--- src/shared/alarm_bank_consts.vh ---
// Purpose: constants for the module alarm and monitor register bank
// Assumes: 16-bit register data, 16-bit register addresses
// Notes:   offsets are word addresses on the plain register port
`ifndef ALARM_BANK_CONSTS_VH
`define ALARM_BANK_CONSTS_VH

// ****************************************
// register addresses
// ****************************************
`define ADDR_MOD_FLAGS        16'hA01F
`define ADDR_MOD_MASK         16'hA080
`define ADDR_MON_MOD_TEMP     16'hA040
`define ADDR_MON_MOD_VCC      16'hA041
`define ADDR_MON_AMP_BIAS     16'hA042
`define ADDR_IRQ_STATUS       16'hA0F0
`define ADDR_IRQ_MASK         16'hA0F1
`define ADDR_LANE_FLAGS_BASE  16'hA200
`define ADDR_LANE_MASK_BASE   16'hA280
`define ADDR_LANE_MON_BASE    16'hA2C0
// lane flag and lane mask blocks span 2**4 words, lane monitors 2**6
`define LANE_BLK_LOG2         4'h4
`define LANE_MON_BLK_LOG2     4'h6

// ****************************************
// field layout and reset values
// ****************************************
`define MOD_FLAG_W            12
`define MOD_FLAG_RESET        12'h000
`define MOD_MASK_RESET        12'h000
`define LANE_FLAG_RESET       16'h0000
`define LANE_MASK_RESET       16'h0000
`define MON_RESET             16'h0000
`define LANE_COUNT            16
`define LANE_MON_WORDS        64
// flag bit positions inside the module flag word
`define BIT_TEMP_HI_ALARM     11
`define BIT_TEMP_HI_WARN      10
`define BIT_TEMP_LO_WARN      9
`define BIT_TEMP_LO_ALARM     8
`define BIT_VCC_HI_ALARM      7
`define BIT_VCC_HI_WARN       6
`define BIT_VCC_LO_WARN       5
`define BIT_VCC_LO_ALARM      4
`define BIT_AMP_HI_ALARM      3
`define BIT_AMP_HI_WARN       2
`define BIT_AMP_LO_WARN       1
`define BIT_AMP_LO_ALARM      0
// per-lane monitor word kinds: lane * 4 + kind
`define MON_KIND_BIAS         2'h0
`define MON_KIND_TXPWR        2'h1
`define MON_KIND_TEMP         2'h2
`define MON_KIND_RXPWR        2'h3
// interrupt status and mask bits
`define IRQ_W                 3
`define IRQ_BIT_MOD_FLAG      0
`define IRQ_BIT_LANE_FLAG     1
`define IRQ_BIT_REFRESH       2
`define IRQ_RESET             3'h0

// ****************************************
// monitor scaling, full code span 16'hFFFF
// ****************************************
`define BIAS_FULL_SCALE_UA    131072
`define PWR_FULL_SCALE_TENTH_UW 65535

// ****************************************
// timing
// ****************************************
// 125000 kHz clock and 100 ms period, sized to the 24-bit timer
`define CLK_KHZ               24'h01E848
`define REFRESH_MS            24'h000064
`define REFRESH_CYCLES        (`REFRESH_MS * `CLK_KHZ)

`endif

--- src/core/monitor_refresh_timer.v ---
// Purpose: free running period divider, one-cycle tick per period
// Assumes: single clock ref_clk, asynchronous active-low reset
// Notes:   first tick comes one full period after reset release
`timescale 1ns/10ps
`default_nettype none
`include "alarm_bank_consts.vh"

module monitor_refresh_timer #(
  parameter [23:0] PERIOD_CYCLES = `REFRESH_CYCLES
) (
  input  wire ref_clk,
  input  wire resetn,
  output reg  tick_q
);

  // ****************************************
  // period counter
  // ****************************************
  reg  [23:0] count_q;
  wire        wrap;

  assign wrap = (count_q == PERIOD_CYCLES - 24'h000001);

  always @(posedge ref_clk or negedge resetn) begin
    if (!resetn) begin
      count_q <= 24'h000000;
      tick_q  <= 1'b0;
    end else begin
      tick_q <= wrap;
      if (wrap) begin
        count_q <= 24'h000000;
      end else begin
        count_q <= count_q + 24'h000001;
      end
    end
  end

endmodule
`default_nettype wire

--- src/core/module_alarm_monitor_bank.v ---
// Purpose: module alarm/warning flags, monitor values, enable masks, global alarm
// Assumes: plain register port, read data in the cycle after the read strobe
// Notes:   flag condition inputs come from comparators outside this block
//
// Notes on behaviour
// the module flag word is 16 bits, read only, resets to zero, bits 15 to 12 read zero.
// module temperature flags sit at bits 11 high alarm, 10 high warning, 9 low warning, 8 low alarm.
// supply voltage flags sit at bits 7 high alarm, 6 high warning, 5 low warning, 4 low alarm.
// amplifier bias flags sit at bits 3 high alarm, 2 high warning, 1 low warning, 0 low alarm.
// each lane has a laser bias monitor word spanning 0 to 131.072 mA.
// each lane has a transmit power monitor word spanning 0 to 6.5535 mW.
// each lane has a receive power monitor word spanning 0 to 6.5535 mW.
// each lane has a laser temperature monitor word in degrees Celsius.
// three module-level monitor words hold module temperature, 3.3 V supply and amplifier bias.
// module-level monitor words refresh by themselves every 100 ms.
// every flag has an enable mask bit that the host sets or clears.
// a flag whose mask bit is set never drives the global alarm.
// any asserted flag with a clear mask bit drives the global alarm.
// sixteen read-only per-lane flag words exist, one per lane, lanes in use vary.
// each monitor word is a 16-bit unsigned code linear from zero to full scale.
//
// The address-and-strobe port is this design's own decision.
`timescale 1ns/10ps
`default_nettype none
`include "alarm_bank_consts.vh"

module module_alarm_monitor_bank #(
  parameter [23:0] REFRESH_CYCLES = `REFRESH_CYCLES
) (
  input  wire         ref_clk,
  input  wire         resetn,
  input  wire [15:0]  reg_addr,
  input  wire [15:0]  reg_wdata,
  input  wire         reg_wr,
  input  wire         reg_rd,
  output reg  [15:0]  reg_rdata_q,
  input  wire [11:0]  mod_flag_cond,
  input  wire [255:0] lane_flag_cond,
  input  wire [15:0]  mod_temp_code,
  input  wire [15:0]  mod_vcc_code,
  input  wire [15:0]  amp_bias_code,
  input  wire [255:0] lane_bias_code,
  input  wire [255:0] lane_txpwr_code,
  input  wire [255:0] lane_temp_code,
  input  wire [255:0] lane_rxpwr_code,
  output wire         global_alarm_out,
  output wire         irq_out
);

  // ****************************************
  // address decode helper
  // ****************************************
  // true when addr falls in the aligned block of 2**blk_log2 words at base
  function in_block;
    input [15:0] addr;
    input [15:0] base;
    input [3:0]  blk_log2;
    reg   [15:0] hi_mask;
    begin
      hi_mask  = 16'hFFFF << blk_log2;
      in_block = ((addr & hi_mask) == (base & hi_mask));
    end
  endfunction

  // ****************************************
  // state
  // ****************************************
  reg  [11:0] fault_alarm_warning_status_q;
  reg  [11:0] mod_mask_q;
  reg  [15:0] mon_mod_temp_q;
  reg  [15:0] mon_mod_vcc_q;
  reg  [15:0] mon_amp_bias_q;
  reg  [15:0] lane_flags_q [0:15];
  reg  [15:0] lane_mask_q  [0:15];
  reg  [15:0] lane_mon_q   [0:63];
  reg  [2:0]  irq_status_q;
  reg  [2:0]  irq_mask_q;
  reg         mod_active_q;
  reg         lane_any_q;
  reg  [15:0] rd_mux;
  reg  [2:0]  irq_status_d;
  wire        refresh_tick;
  wire [15:0] lane_active;
  wire [15:0] mod_flag_word;
  wire        mod_active;
  wire        lane_any;
  wire        wr_mod_mask;
  wire        wr_lane_mask;
  wire        wr_irq_status;
  wire        wr_irq_mask;
  wire [3:0]  lane_sel;
  wire [5:0]  mon_sel;
  wire [2:0]  irq_set;
  wire        hit_mod_mask;
  wire        hit_lane_mask;
  wire        hit_irq_status;
  wire        hit_irq_mask;
  integer     k;

  assign lane_sel = reg_addr[3:0];
  assign mon_sel  = reg_addr[5:0];

  // ****************************************
  // refresh period
  // ****************************************
  monitor_refresh_timer #(
    .PERIOD_CYCLES (REFRESH_CYCLES)
  ) u_refresh (
    .ref_clk (ref_clk),
    .resetn  (resetn),
    .tick_q  (refresh_tick)
  );

  // ****************************************
  // module flags and module monitors
  // ****************************************
  // flags follow the live comparator outputs, they do not latch
  always @(posedge ref_clk or negedge resetn) begin
    if (!resetn) begin
      fault_alarm_warning_status_q <= `MOD_FLAG_RESET;
    end else begin
      fault_alarm_warning_status_q <= mod_flag_cond;
    end
  end

  assign mod_flag_word = {4'h0, fault_alarm_warning_status_q};

  always @(posedge ref_clk or negedge resetn) begin
    if (!resetn) begin
      mon_mod_temp_q <= `MON_RESET;
      mon_mod_vcc_q  <= `MON_RESET;
      mon_amp_bias_q <= `MON_RESET;
    end else if (refresh_tick) begin
      mon_mod_temp_q <= mod_temp_code;
      mon_mod_vcc_q  <= mod_vcc_code;
      mon_amp_bias_q <= amp_bias_code;
    end
  end

  // ****************************************
  // per-lane flags and monitors
  // ****************************************
  // lanes not fitted should have their condition inputs tied low
  always @(posedge ref_clk or negedge resetn) begin
    if (!resetn) begin
      for (k = 0; k < `LANE_COUNT; k = k + 1) begin
        lane_flags_q[k] <= `LANE_FLAG_RESET;
      end
    end else begin
      for (k = 0; k < `LANE_COUNT; k = k + 1) begin
        lane_flags_q[k] <= lane_flag_cond[k*16 +: 16];
      end
    end
  end

  // lane monitors share the module refresh tick so a read set is coherent
  always @(posedge ref_clk or negedge resetn) begin
    if (!resetn) begin
      for (k = 0; k < `LANE_MON_WORDS; k = k + 1) begin
        lane_mon_q[k] <= `MON_RESET;
      end
    end else if (refresh_tick) begin
      for (k = 0; k < `LANE_COUNT; k = k + 1) begin
        lane_mon_q[k*4 + 0] <= lane_bias_code[k*16 +: 16];
        lane_mon_q[k*4 + 1] <= lane_txpwr_code[k*16 +: 16];
        lane_mon_q[k*4 + 2] <= lane_temp_code[k*16 +: 16];
        lane_mon_q[k*4 + 3] <= lane_rxpwr_code[k*16 +: 16];
      end
    end
  end

  // ****************************************
  // write decode
  // ****************************************
  // shared by write decode and read mux so both see one map
  assign hit_mod_mask   = (reg_addr == `ADDR_MOD_MASK);
  assign hit_lane_mask  = in_block(reg_addr, `ADDR_LANE_MASK_BASE, `LANE_BLK_LOG2);
  assign hit_irq_status = (reg_addr == `ADDR_IRQ_STATUS);
  assign hit_irq_mask   = (reg_addr == `ADDR_IRQ_MASK);

  assign wr_mod_mask   = reg_wr && hit_mod_mask;
  assign wr_lane_mask  = reg_wr && hit_lane_mask;
  assign wr_irq_status = reg_wr && hit_irq_status;
  assign wr_irq_mask   = reg_wr && hit_irq_mask;

  // ****************************************
  // enable masks
  // ****************************************
  // masks gate the global alarm and the flag-rise interrupt status bits, flag reads are unaffected
  always @(posedge ref_clk or negedge resetn) begin
    if (!resetn) begin
      mod_mask_q <= `MOD_MASK_RESET;
    end else if (wr_mod_mask) begin
      mod_mask_q <= reg_wdata[11:0];
    end
  end

  // one mask word per lane, picked by the low address bits
  always @(posedge ref_clk or negedge resetn) begin
    if (!resetn) begin
      for (k = 0; k < `LANE_COUNT; k = k + 1) begin
        lane_mask_q[k] <= `LANE_MASK_RESET;
      end
    end else if (wr_lane_mask) begin
      lane_mask_q[lane_sel] <= reg_wdata;
    end
  end

  // ****************************************
  // global alarm
  // ****************************************
  genvar g;
  generate
    for (g = 0; g < `LANE_COUNT; g = g + 1) begin : g_lane
      assign lane_active[g] = |(lane_flags_q[g] & ~lane_mask_q[g]);
    end
  endgenerate

  assign mod_active = |(fault_alarm_warning_status_q & ~mod_mask_q);
  assign lane_any   = |lane_active;
  // built only from flops, so it never glitches on bus activity
  assign global_alarm_out = mod_active | lane_any;

  // ****************************************
  // interrupt status
  // ****************************************
  always @(posedge ref_clk or negedge resetn) begin
    if (!resetn) begin
      mod_active_q <= 1'b0;
      lane_any_q   <= 1'b0;
    end else begin
      mod_active_q <= mod_active;
      lane_any_q   <= lane_any;
    end
  end

  assign irq_set = {refresh_tick, lane_any & ~lane_any_q, mod_active & ~mod_active_q};

  // a new event in the clearing cycle survives the clear
  always @* begin
    irq_status_d = irq_status_q;
    if (wr_irq_status) begin
      irq_status_d = irq_status_q & ~reg_wdata[2:0];
    end
    irq_status_d = irq_status_d | irq_set;
  end

  always @(posedge ref_clk or negedge resetn) begin
    if (!resetn) begin
      irq_status_q <= `IRQ_RESET;
      irq_mask_q   <= `IRQ_RESET;
    end else begin
      irq_status_q <= irq_status_d;
      if (wr_irq_mask) begin
        irq_mask_q <= reg_wdata[2:0];
      end
    end
  end

  // mask bit high lets its status bit onto irq_out
  assign irq_out = |(irq_status_q & irq_mask_q);

  // ****************************************
  // read path
  // ****************************************
  // unmapped addresses read zero
  always @* begin
    rd_mux = 16'h0000;
    if (reg_addr == `ADDR_MOD_FLAGS) begin
      rd_mux = mod_flag_word;
    end else if (hit_mod_mask) begin
      rd_mux = {4'h0, mod_mask_q};
    end else if (reg_addr == `ADDR_MON_MOD_TEMP) begin
      rd_mux = mon_mod_temp_q;
    end else if (reg_addr == `ADDR_MON_MOD_VCC) begin
      rd_mux = mon_mod_vcc_q;
    end else if (reg_addr == `ADDR_MON_AMP_BIAS) begin
      rd_mux = mon_amp_bias_q;
    end else if (hit_irq_status) begin
      rd_mux = {13'h0000, irq_status_q};
    end else if (hit_irq_mask) begin
      rd_mux = {13'h0000, irq_mask_q};
    end else if (in_block(reg_addr, `ADDR_LANE_FLAGS_BASE, `LANE_BLK_LOG2)) begin
      rd_mux = lane_flags_q[lane_sel];
    end else if (hit_lane_mask) begin
      rd_mux = lane_mask_q[lane_sel];
    end else if (in_block(reg_addr, `ADDR_LANE_MON_BASE, `LANE_MON_BLK_LOG2)) begin
      rd_mux = lane_mon_q[mon_sel];
    end
  end

  // data stands only in the cycle after the strobe, zero otherwise
  always @(posedge ref_clk or negedge resetn) begin
    if (!resetn) begin
      reg_rdata_q <= 16'h0000;
    end else if (reg_rd) begin
      reg_rdata_q <= rd_mux;
    end else begin
      reg_rdata_q <= 16'h0000;
    end
  end

endmodule
`default_nettype wire

--- config.mk ---
export PLATFORM = sky130hd
export DESIGN_NAME = module_alarm_monitor_bank
export DESIGN_NICKNAME = d
export VERILOG_FILES = /design/src/core/monitor_refresh_timer.v /design/src/core/module_alarm_monitor_bank.v
export VERILOG_INCLUDE_DIRS = /design/src /design/src/shared
export SDC_FILE = /design/constraint.sdc
export NUM_CORES = 2
export LEC_CHECK = 0
export BUFFER_PORTS_ARGS = -buffer_cell sky130_fd_sc_hd__buf_2
export CORE_AREA = 2 2 550 552
export DETAILED_ROUTE_END_ITERATION = 7
export DIE_AREA = 0 0 552 554
export GPL_TIMING_DRIVEN = 0
export PLACE_DENSITY = 0.51
export REMOVE_ABC_BUFFERS = 1
export SYNTH_ARGS = -nofsm -noshare
export SYNTH_HDL_FRONTEND = slang
export SYNTH_SLANG_ARGS = --single-unit
--- constraint.sdc ---
create_clock -name ref_clk -period 4.29 [get_ports ref_clk]
set_clock_uncertainty 0.2 [all_clocks]
set_input_delay 0.858 -clock ref_clk [delete_from_list [all_inputs] [get_ports ref_clk]]
set_output_delay 0.858 -clock ref_clk [all_outputs]
set_load 0.01 [all_outputs]
==> impl_metrics.env <==
export IMPL_status="finished, violations left"
export IMPL_violations="hold timing"
export IMPL_crit_path_start_kind="input pin"
export IMPL_crit_chain="buf_6, buf_16, nand2b_2, o22ai_1, o21ai_1, o2111ai_2, nand4_1, o221ai_1, a21oi_1"
export IMPL_maxCapViolCount=0
export IMPL_final_min_clock_period_ps=4290
export IMPL_final_common_cell="dfrtp_1"
export IMPL_io_buffers=1393
export IMPL_die_x_um=552
export IMPL_max_freq_mhz=233
export IMPL_drt_iter0_drc=4691
export IMPL_htreeDepth=4
export IMPL_path_max_fanout=45
export IMPL_synthMuxAreaShare_pct=33.1
export IMPL_totalWireLength_um=360000
export IMPL_combPwrFrac_pct=9.2
export IMPL_numCtsBuffers=201
export IMPL_required_ps=4830
export IMPL_ys_flop_type="dfrtp_1"
export IMPL_ys_seq_elements=1657
export IMPL_grt_pass1_wl_um=495000
export IMPL_row_count=201
export IMPL_p_int_mw=27.9
export IMPL_busiest_layer="met2"
export IMPL_fin_util_pct=35.4
export IMPL_critPathLaunch="reg_addr[3]"
export IMPL_root_buffer="clkbuf_16"
export IMPL_pwr_share_clk_pct=48.1
export IMPL_critPathArrivalTime_ps=4830
export IMPL_antenna_found_initial=151
export IMPL_rsz0062_at_grt="false"
export IMPL_period_share_pct=100
export IMPL_worst_ir_drop_vdd_mv=0.381
export IMPL_cts_reportedPaths_clkPinSlew_ps=60
export IMPL_cp_slowest_cell="nand2b_2"
export IMPL_clk_latency_ps=910
export IMPL_gp_congestion=0.925
export IMPL_yosysSeqAreaShare_pct=56.5
export IMPL_synth_compound_area_share_pct=4.07
export IMPL_total_power_mw=37.4
export IMPL_place_hpwl_um=272000
export IMPL_finalHoldViolCount=164
export IMPL_cp_top_family="compound AO/OA/AOI/OAI gates"
export IMPL_fp_dieArea_sq_mm=0.306
export IMPL_max_stage_delay_ps=670
export IMPL_clock_sinks=1657
export IMPL_dr_pass1_iters=6
export IMPL_synthSimpleGateAreaFrac_pct=2.57
export IMPL_power_density_mw_per_mm2=353
export IMPL_dp_slack_ps=-2460
export IMPL_drtAntennaViolNets=0
export IMPL_synth_top_family_by_area="multiplexers"
export IMPL_slew_headroom_pct=20.0
export IMPL_grt_max_degree=168
export IMPL_hold_buffers=1248
export IMPL_ys_warn_count=0
export IMPL_tightest_slew_ps=1200
export IMPL_overflow=0
export IMPL_cts_tree="yes"
export IMPL_vias_per_cell=4.82
export IMPL_num_nets_final=8850
export IMPL_grt_pass1_vias=60335
export IMPL_fin_setup_tns_ps=0
export IMPL_synthCells=4864
export IMPL_vias=56171
export IMPL_coreArea_sq_mm=0.299
export IMPL_io_pins=1394
export IMPL_die_h_um=554
export IMPL_initial_core_util_pct=24.5
export IMPL_grt_met3_usage_pct=4.85
export IMPL_slew_violations=0
export IMPL_p_leak_nw=50.4
export IMPL_grt_use_met1_pct=28.6
export IMPL_drt_wirelength_per_cell_um=30.9
export IMPL_hp_class="input pin to asynchronous set/reset pin"
export IMPL_p_sw_share_pct=25.2
export IMPL_final_cell_mix="1654 x dfrtp_1, 1386 x buf_2, 1248 x dlygate4sd3_1"
export IMPL_synth_xor_area_share_pct=0.251
export IMPL_hold_worst_slack_ps=-205
export IMPL_syn_avg_cell_area_sq_um=15.1
export IMPL_async_flop_share_pct=100
export IMPL_seqPwrFrac_pct=42.7
export IMPL_crit_type="input pin to flop"
export IMPL_cts_buffer_depth=4
export IMPL_switchingPower_mw=9.41
export IMPL_grt_usage_pct=23.0
export IMPL_grt_util_met2_pct=38.6
export IMPL_worst_setup_path_end_kind="flop"
export IMPL_areaGrowthSynthToFinish_pct=44.3
export IMPL_drive_above_1_share_pct=46.1
export IMPL_final_setup_worst_slack_ps=2.04
export IMPL_synth_fa_ha_area_share_pct=0.0170
export IMPL_syn_area_sq_mm=0.0734
export IMPL_synthDistinctLibCells=71
export IMPL_drc=0
export IMPL_synth_edff_count=0
export IMPL_setup_viol=0
export IMPL_critPathBufInv=2
export IMPL_r2r_start="lane_mask_q[39]"
-- repair_timing --
action / 4_1_cts / 5_1_grt
cloned: 5 / 3
pin swaps: 16 / 3
endpoints found under the hold margin: 1412 / 164
setup endpoints to repair: 16 / 7
setup buffers: 10 / 0
resized for setup: 93 / 8
-- worst register-to-register path: stages, from the launching register on --
cell and delay (ps):
dfrtp_1 430, mux4_2 570, mux4_2 570, nand2_1 340, o211ai_1 340, a221oi_2 270
buf_4 250, o21ai_2 240
-- registers in the layout, indices dropped and copies added, names as in the netlist --
register / flops
mon_mod_temp_q: 16
lane_any_q: 1
fault_alarm_warning_status_q: 12
mod_active_q: 1
irq_mask_q: 3
reg_rdata_q: 16
irq_status_q: 3
mon_amp_bias_q: 16
lane_flags_q: 256
u_refresh.count_q: 24
mod_mask_q: 12
u_refresh.tick_q: 1
mon_mod_vcc_q: 16
lane_mon_q: 1024
lane_mask_q: 256
-- cell families (layout without fill, tap and decap cells) --
logic type	count (synthesis)	in the layout
AOI/OAI and AO/OA	448	448
xor gates and xnor gates	21	21
adders and majority gates	1	1
buffers and inverters	584	3351
DFF	1657	1657
muxes	1774	1774
other	0	63
and+or+nand+nor	379	380
-- metal layers --
metal / vias up / share of wire (%)
met4: 56 / 4.8
met2: 2599 / 48
li1: 23354 / -
met3: 689 / 6.8
met5: - / 0.097
met1: 29473 / 40
-- layout make-up --
class	instances	area, sq um
fill	29094	193000
clock buffer	284	5770
sequential	1657	41500
timing repair buffer	2723	21500
clock inverter	78	1070
antenna	63	158
tap	3958	4950
multi-input combinational	2624	30000
inverter	266	1010
-- worst paths after layout --
path                                      to  slack, ps  depth (start not counted)
hold / removal             lane_flags_q[119]       -210                          1
hold reg to reg              irq_status_q[1]        240                          1
setup / recovery             reg_rdata_q[11]          2                          9
setup reg to reg              reg_rdata_q[7]        830                          7
max in group asynchronous    lane_mon_q[271]        610                          5
min in group ref_clk         lane_mon_q[134]         80                          2
-- metrics by stage --
stage                     std cells  instance area (sq um)
after floorplan                4546                  71800
after CTS                     11587                 106000
final                         11653                 106000
after global routing          11629                 106000
after detailed placement       9962                  85600
after global placement         9897                  83700
-- synthesized netlist by cell type, types with 57 or more instances --
| cell | count | area, sq um |
|---|---|---|
| mux2_2 | 1206 | 13600 |
| a221oi_1 | 57 | 499 |
| dfrtp_1 | 1657 | 41500 |
| clkbuf_1 | 171 | 642 |
| nand2_1 | 137 | 514 |
| nor2_1 | 60 | 225 |
| mux4_2 | 393 | 8850 |
| mux2i_1 | 96 | 961 |
| mux2_1 | 79 | 890 |
| o22ai_1 | 107 | 669 |
| buf_2 | 68 | 340 |
| o21ai_0 | 89 | 445 |
| inv_1 | 265 | 995 |
-- power by group through the flow --
stage	combinational (mW)	sequential (mW)	clock (mW)
floorplan	0.489	16.1	0
global placement	2.45	16.2	0
detailed placement	2.35	16.2	0
CTS	3.47	15.9	18.4
global route	3.64	15.9	19.0
finish	3.44	15.9	18.0
No activity file was read; power rests on OpenSTA's default activity.
